## src/rcs_pkg.sv

```systemverilog
/*
 * Shared constants and types for the reference clock switchover block.
 * Assumes nothing beyond a SystemVerilog compiler; imported by name only.
 */
package rcs_pkg;
    // =========================================================
    // Modes, as driven on the MODE port
    typedef enum logic [1:0] {
        RCS_MODE_AUTO = 2'h0,
        RCS_MODE_MANUAL = 2'h1,
        RCS_MODE_OVERRIDE = 2'h2
    } rcs_mode_e;

    // =========================================================
    // Counts
    // Foreign edges seen with no own edge before an input is declared stopped;
    // within a 20% spread two foreign edges can fall between own edges
    localparam logic [1:0] RCS_STOP_EDGES = 2'h3;
    // Target-input cycles the manual control must stay low
    localparam int RCS_HOLD_CYCLES = 3;
    // Reset values
    localparam logic RCS_SEL_RST = 1'b0;
    localparam logic [1:0] RCS_SENSE_RST = 2'h0;
    // Synchroniser presets: references low, manual control high
    localparam logic [2:0] RCS_PIN_RST = 3'h4;

    // =========================================================
    // Switchover sequencer states
    typedef enum logic [2:0] {
        RCS_IDLE,
        RCS_HOLD,
        RCS_GATE_OLD,
        RCS_WAIT_NEW
    } rcs_state_e;
endpackage

```

## src/rcs_top.sv

```systemverilog
/*
 * Reference clock switchover in front of a PLL: clock sense per input,
 * automatic, manual and override switching, stopped flags, selection status.
 * Assumes CLK is much faster than either reference so each reference can be
 * sampled as a level; both references and the manual control are asynchronous.
 */
//
// Contract
// - Auto mode switches to the other input when the selected one stops.
// - Manual mode swaps after a control fall held low three target cycles.
// - Override mode: control low beats automatic switching and blocks further switches.
// - Each input has its own stopped flag from clock sense.
// - Stopped flags are unreliable beyond 20% frequency difference; selection stays valid.
// - A status output shows whether primary or backup feeds the PLL.
// - Automatic switching may repeat back and forth without limit.
// - No switchover when the other input is idle too; flags then invalid.
// - About two cycles without toggling raises the flag and switches over.
// - Gate output on old falling edge, mux and status change on new falling edge.
// - Manual switch with healthy inputs inverts selection, flags stay low.
// - Only the control falling edge triggers; each later fall swaps again.
// - Switch waits for a stopped target input to toggle again before completing.
// - With a delay, hold is three target cycles plus the delay cycles.
`timescale 1ns/10ps
module rcs_top #(
    parameter int DLY_W = 8
) (
    // Clock and reset
    input wire logic CLK,
    input wire logic RST_B,
    // Reference inputs, asynchronous to CLK
    input wire logic REF_IN_PRIMARY,
    input wire logic REF_IN_BACKUP,
    // Fabric control
    input wire logic MANUAL_SWITCH_B,
    input wire logic [1:0] MODE,
    input wire logic [DLY_W-1:0] SWITCH_DELAY,
    // Reference to the PLL and status
    output logic REF_OUT,
    output logic PRIMARY_STOPPED_FLAG,
    output logic BACKUP_STOPPED_FLAG,
    output logic ACTIVE_BACKUP,
    output logic SWITCH_BUSY
);
    generate
        if (DLY_W < 1 || DLY_W > 16)
        begin : g_bad_dly
            $error("rcs_top: DLY_W must be 1 to 16");
        end
    endgenerate

    // =========================================================
    // Reset release
    logic rst_s1_ff;
    logic rst_s2_ff;
    logic rst_n;

    always_ff @(posedge CLK or negedge RST_B)
    begin
        if (!RST_B)
        begin
            rst_s1_ff <= 1'b0;
            rst_s2_ff <= 1'b0;
        end
        else
        begin
            rst_s1_ff <= 1'b1;
            rst_s2_ff <= rst_s1_ff;
        end
    end
    assign rst_n = rst_s2_ff;

    // =========================================================
    // Input capture: index 0 primary, 1 backup, 2 manual control
    logic [2:0] pin_in;
    logic [2:0] s1_ff;
    logic [2:0] s2_ff;
    logic [2:0] s3_ff;
    logic [2:0] lvl_ff;
    logic [2:0] nxt_lvl;
    logic [2:0] rise;
    logic [2:0] fall;

    assign pin_in = {MANUAL_SWITCH_B, REF_IN_BACKUP, REF_IN_PRIMARY};

    always_comb
    begin
        nxt_lvl = lvl_ff;
        for (int i = 0; i < 3; i++)
        begin
            // A change counts only once the last two stages agree
            if (s2_ff[i] == s3_ff[i])
            begin
                nxt_lvl[i] = s3_ff[i];
            end
        end
    end

    always_ff @(posedge CLK or negedge rst_n)
    begin
        if (!rst_n)
        begin
            s1_ff <= rcs_pkg::RCS_PIN_RST;
            s2_ff <= rcs_pkg::RCS_PIN_RST;
            s3_ff <= rcs_pkg::RCS_PIN_RST;
            lvl_ff <= rcs_pkg::RCS_PIN_RST;
        end
        else
        begin
            s1_ff <= pin_in;
            s2_ff <= s1_ff;
            s3_ff <= s2_ff;
            lvl_ff <= nxt_lvl;
        end
    end

    assign rise = nxt_lvl & ~lvl_ff;
    assign fall = ~nxt_lvl & lvl_ff;

    // =========================================================
    // Clock sense: an input is stopped once the other input has risen
    // three times with no rise of its own. Measuring against the other input
    // keeps the sense frequency-independent, but makes it meaningless when
    // the two differ widely, and freezes it when both are idle.
    logic [1:0] stop_ff;
    logic [1:0] nxt_stop;

    generate
        for (genvar g = 0; g < 2; g++)
        begin : g_sense
            logic [1:0] cnt_ff;
            logic [1:0] nxt_cnt;

            always_comb
            begin
                nxt_cnt = cnt_ff;
                if (rise[g])
                begin
                    nxt_cnt = rcs_pkg::RCS_SENSE_RST;
                end
                else if (rise[1-g] && cnt_ff != rcs_pkg::RCS_STOP_EDGES)
                begin
                    nxt_cnt = cnt_ff + 2'h1;
                end
                nxt_stop[g] = (nxt_cnt == rcs_pkg::RCS_STOP_EDGES);
            end

            always_ff @(posedge CLK or negedge rst_n)
            begin
                if (!rst_n)
                begin
                    cnt_ff <= rcs_pkg::RCS_SENSE_RST;
                end
                else
                begin
                    cnt_ff <= nxt_cnt;
                end
            end
        end
    endgenerate

    // =========================================================
    // Switchover sequencer
    rcs_pkg::rcs_state_e state_ff;
    rcs_pkg::rcs_state_e nxt_state;
    logic sel_ff;
    logic nxt_sel;
    logic gate_ff;
    logic nxt_gate;
    logic ref_ff;
    logic nxt_ref;
    logic [DLY_W:0] hold_ff;
    logic [DLY_W:0] nxt_hold;
    logic [DLY_W:0] hold_need;
    logic auto_en;
    logic man_en;
    logic auto_req;
    logic man_low;

    assign auto_en = (MODE == rcs_pkg::RCS_MODE_AUTO) || (MODE == rcs_pkg::RCS_MODE_OVERRIDE);
    assign man_en = (MODE == rcs_pkg::RCS_MODE_MANUAL) || (MODE == rcs_pkg::RCS_MODE_OVERRIDE);
    assign man_low = ~lvl_ff[2];
    assign hold_need = {1'b0, SWITCH_DELAY} + (DLY_W+1)'(rcs_pkg::RCS_HOLD_CYCLES);

    // Override: a low control blocks automatic action outright
    assign auto_req = auto_en && stop_ff[sel_ff] && !stop_ff[~sel_ff]
                      && !(MODE == rcs_pkg::RCS_MODE_OVERRIDE && man_low);

    always_comb
    begin
        nxt_state = state_ff;
        nxt_sel = sel_ff;
        nxt_gate = gate_ff;
        nxt_hold = hold_ff;
        unique case (state_ff)
            rcs_pkg::RCS_IDLE:
            begin
                nxt_hold = '0;
                if (man_en && fall[2])
                begin
                    nxt_state = rcs_pkg::RCS_HOLD;
                end
                else if (auto_req)
                begin
                    nxt_state = rcs_pkg::RCS_GATE_OLD;
                end
            end
            rcs_pkg::RCS_HOLD:
            begin
                // Counted in target-input cycles; a stopped target stalls it
                if (!man_low)
                begin
                    nxt_state = rcs_pkg::RCS_IDLE;
                end
                else if (hold_ff >= hold_need)
                begin
                    nxt_state = rcs_pkg::RCS_GATE_OLD;
                end
                else if (rise[~sel_ff])
                begin
                    nxt_hold = hold_ff + (DLY_W+1)'(1);
                end
            end
            rcs_pkg::RCS_GATE_OLD:
            begin
                // A dead old input never falls, so its stop also sets the gate
                if (fall[sel_ff] || stop_ff[sel_ff])
                begin
                    nxt_gate = 1'b1;
                    nxt_state = rcs_pkg::RCS_WAIT_NEW;
                end
            end
            rcs_pkg::RCS_WAIT_NEW:
            begin
                if (fall[~sel_ff])
                begin
                    nxt_sel = ~sel_ff;
                    nxt_gate = 1'b0;
                    nxt_state = rcs_pkg::RCS_IDLE;
                end
            end
        endcase
    end

    always_comb
    begin
        nxt_ref = 1'b0;
        if (!nxt_gate)
        begin
            nxt_ref = nxt_sel ? nxt_lvl[1] : nxt_lvl[0];
        end
    end

    always_ff @(posedge CLK or negedge rst_n)
    begin
        if (!rst_n)
        begin
            state_ff <= rcs_pkg::RCS_IDLE;
            sel_ff <= rcs_pkg::RCS_SEL_RST;
            gate_ff <= 1'b0;
            ref_ff <= 1'b0;
            hold_ff <= '0;
            stop_ff <= rcs_pkg::RCS_SENSE_RST;
        end
        else
        begin
            state_ff <= nxt_state;
            sel_ff <= nxt_sel;
            gate_ff <= nxt_gate;
            ref_ff <= nxt_ref;
            hold_ff <= nxt_hold;
            stop_ff <= nxt_stop;
        end
    end

    // =========================================================
    // Outputs
    assign REF_OUT = ref_ff;
    assign PRIMARY_STOPPED_FLAG = stop_ff[0];
    assign BACKUP_STOPPED_FLAG = stop_ff[1];
    assign ACTIVE_BACKUP = sel_ff;
    assign SWITCH_BUSY = (state_ff != rcs_pkg::RCS_IDLE);
endmodule

```

## config.mk

```make
export PLATFORM = sky130hd
export DESIGN_NAME = rcs_top
export DESIGN_NICKNAME = d
export VERILOG_FILES = /design/src/rcs_pkg.sv /design/src/rcs_top.sv
export SDC_FILE = /design/constraint.sdc
export NUM_CORES = 1
export LEC_CHECK = 0
export BUFFER_PORTS_ARGS = -buffer_cell sky130_fd_sc_hd__buf_2
export CORE_MARGIN = 2
export CORE_UTILIZATION = 25
export DETAILED_ROUTE_END_ITERATION = 10
export GPL_ROUTABILITY_DRIVEN = 0
export GPL_TIMING_DRIVEN = 0
export PLACE_DENSITY_LB_ADDON = 0.15
export SETUP_SLACK_MARGIN = 0.15
export SKIP_CTS_REPAIR_TIMING = 1
export SLEW_MARGIN = 20
export SYNTH_ARGS = -nofsm -noshare
export SYNTH_HDL_FRONTEND = slang
export SYNTH_SLANG_ARGS = --single-unit
```

## constraint.sdc

```tcl
create_clock -name CLK -period 1 [get_ports CLK]
set_input_delay 0 -clock CLK [delete_from_list [all_inputs] [get_ports CLK]]
set_output_delay 0 -clock CLK [all_outputs]
set_load 0.01 [all_outputs]
```

==> metrics.md <==
| Metric | Value |
|---|---|
| HP Class | `primary input to asynchronous set/reset pin` |
| WHS | `around 0.026 ns` |
| Die Y | `90.7 um` |
| Vias in the first global route | `roughly 1400` |
| Crit path kind | `flop to flop` |
| DR WL/cell | `~12 um` |
| Worst VDD drop | `around 1.1 mV` |
| Cells after Synth | `185` |
| Antenna fix cells | `0` |
| #FFs+latches synth | `34` |
| Final net count | `between 200 and 300` |
| Starting DRC count in detailed routing | `64` |
| Commonest non-fill, non-tap cells in the layout | `dfrtp_1 (24), nand2_1 (16), buf_2 (16)` |
| Final wirelength | `4.07 mm` |
| Final Critical Period | `roughly 2.1 ns` |
| Design Power | `between 4 and 5 mW` |
| Yosys warns | `0` |
| Critical path cell sequence | `ha_4, a211oi_2, o21ai_2, a211o_1, buf_6, or4_4, a21oi_2` |
| Switching part of the total | `34.4%` |
| Root Buffer | `clkbuf_8` |
| Post-synth EDFFs | `0` |
| DRC | `0` |
| Top_reg_cell synth | `dfrtp_1` |
| Initial antenna violation count | `0` |
| Reg area | `roughly 870 um2` |
| RR Endpoint | `hold_ff[5]` |
| Clock skew | `0.00581 ns` |
| Flop pwr share | `41.3%` |
| Port bufs | `19` |
| Tcrit/Tclk final | `214%` |
| Max Clk Rate | `~470 MHz` |
| Clock transition at the registers of the reported paths | `roughly 0.070 ns` |
| Final setup violation count | `21` |
| Mean Syn Cell Area | `slightly above 10 um2` |
| # IOs | `20` |
| CTS max path bufs | `2` |
| Most common cell after layout, fill and taps aside | `dfrtp_1` |
| Critical Path AT | `between 2 and 2.5 ns` |
| Fin worst setup slack | `-1.14 ns` |
| Critical Path Fanout Max | `7` |
| Register area share after synthesis | `between 40% and 50%` |
| Placed cell area | `2220 um2` |
| Area of the multi-input gates | `1130 um2` |
| Starting density of the core | `25.9%` |
| Combinational share of power | `approximately a third` |
| CP peak stage delay | `around 0.47 ns` |
| Largest net degree at the start of global routing | `33` |
| Total GRT Usage | `under 10%` |
| TritonCTS clock tree | `done` |
| Distinct cells, synth | `between 40 and 50` |
| Setup crit start kind | `flop` |
| PwrDens | `about 1700 nW/um2` |
| Depth of the most critical reg-to-reg path | `7` |
| Die area | `just over 8000 um2` |
| Placed wire-length estimate | `~2.8 mm` |
| Htree depth | `2` |
| Remaining antenna violation count | `0` |
| Max cap viols | `0` |
| Via count | `1511` |
| Ratio of cells with drive above 1 in the final layout | `about 37%` |
| Design Area, Final | `2550 um2` |
| Clock power share | `between 20% and 30%` |
| Post-Syn Area | `between 1500 and 2000 um2` |
| Post-synth ARST share | `100%` |
| Rows | `31` |
| RSZ-0062 raised after global routing | `true` |
| GRT overflow | `0` |
| Syn Nets | `between 200 and 250` |
| Synth-to-layout area growth | `35.6%` |
| WP data required | `1.21 ns` |
| Critical Path End Type | `flop` |
| Pleak | `between 1 and 1.5 nW` |
| Reg2reg start | `hold_ff[6]` |
| Worst reg2reg setup slack | `-1.14 ns` |
| Clk sinks | `34` |
| Skew-Pair Late Insertion Delay | `roughly 0.28 ns` |
| Final Slew Violations | `0` |
| Final Hold Fails | `0` |
| Drt pass-1 iters | `4` |
| P_int | `2.90 mW` |
| Net Switching | `1.52 mW` |
| Die width | `approximately 90 um` |
| CTS Buf Count | `5` |
| Layout filler cell count | `746` |
| Status | `finished, violations left` |
| Vias/cell | `~4.6` |
| First-pass GRT wire length | `approximately 6.5 mm` |
| Failing checks | `negative setup slack` |
| Crit path max-delay cell type | `or4_4` |
| CORE AREA | `7250 um2` |
-- cell families (layout without fill, tap and decap cells) --
kind of cell	Yosys count	count (layout)	share of synthesized area [%]
buf+inv	13	56	3.26
xor+xnor	8	8	3.73
fa+ha+maj	18	18	11.6
compound gates	35	35	13.1
mux	7	7	3.73
flops	34	34	45.5
other cells	1	1	0.200
simple gates	69	69	18.8
-- per-stage QoR --
step	TNS, ns	cells	setup WS (ns)	util (%)
3_5_place_dp	-18.34	303	-1.63	30.6
3_3_place_gp	-18.41	303	-1.67	30.6
6_report	-13.37	327	-1.14	35.1
2_1_floorplan	-12.04	185	-1.09	-
4_1_cts	-15.73	311	-1.34	31.8
5_1_grt	-15.27	327	-1.24	35.1
-- critical path: cells and delay by family, from the launching register on --
family	cells	cell delay (ns)
AO/OA/AOI/OAI	4	0.80
buffers and inverters	1	0.15
flip-flops	1	0.41
AND/OR/NAND/NOR	1	0.47
adder cells (fa/ha/maj)	1	0.25
-- metal layers --
layer / vias up / part of all wire (%) / track usage (%)
li1: 754 / - / -
met2: 31 / 48 / 15.7
met4: 0 / 0.52 / 2.69
met1: 724 / 47 / 13.3
met5: - / 0 / 0
met3: 2 / 4.3 / 2.67
-- registers in the layout (all words and copies together), names as in the netlist, 2 cells and up --
register and cells:
g_sense.cnt_ff 4, hold_ff 9, lvl_ff 3, s1_ff 3, s2_ff 3, s3_ff 3
state_ff 2, stop_ff 2
-- cells in the mapped netlist (2+ instances only) --
cell type  number  area share, %
inv_1           8            1.6
mux2i_1         7            3.7
nand2_1        16            3.2
nor3b_1         3            1.2
nand3_1        10            2.7
xnor2_1         5            2.3
o31ai_1         2           0.80
o211ai_1        5            2.0
xor2_1          3            1.4
maj3_1          3            1.6
dfrtp_1        30             40
nand3b_1        2           0.80
and3_1          5            1.7
a21oi_1         8            2.1
a31oi_1         3            1.0
o21ai_0         4            1.1
ha_1           15             10
clkbuf_1        2           0.40
o311ai_0        2           0.93
a41o_1          2            1.1
nor2b_1         4            1.3
nor2_1         14            2.8
or4_1           2           0.80
and3b_2         2            1.1
nor3_1          5            1.3
or2_2           2           0.67
dfstp_2         4            5.6
-- power by group through the flow --
stage	Clock, mW	Sequential (mW)	Combinational [mW]
after detailed placement	0	1.82	1.26
after floorplan	0	1.80	0.895
final	1.04	1.82	1.56
after global routing	1.16	1.86	1.72
after global placement	0	1.82	1.24
after CTS	1.09	1.79	1.26
-- worst max path at each step --
stage | from | cells past startpoint | slack, ns | to
after floorplan | SWITCH_DELAY[0] | 12 | -1.09 | hold_ff[5]
after global placement | SWITCH_DELAY[0] | 12 | -1.67 | hold_ff[0]
after detailed placement | SWITCH_DELAY[0] | 12 | -1.63 | hold_ff[0]
after CTS | SWITCH_DELAY[0] | 12 | -1.34 | hold_ff[0]
after global routing | hold_ff[6] | 7 | -1.24 | hold_ff[5]
final | hold_ff[6] | 7 | -1.14 | hold_ff[5]
-- area by class of cell --
| cell class | count | share of cell area, % |
|---|---|---|
| buffer | 5 | 1.67 |
| clock inverter | 1 | 0.196 |
| multi-input combinational | 138 | 44.5 |
| inverter | 8 | 1.96 |
| clock buffer | 7 | 3.39 |
| timing repair buffer | 35 | 9.43 |
| sequential | 34 | 34.0 |
| tap | 99 | 4.86 |
Power figures use the tool's default switching activity.
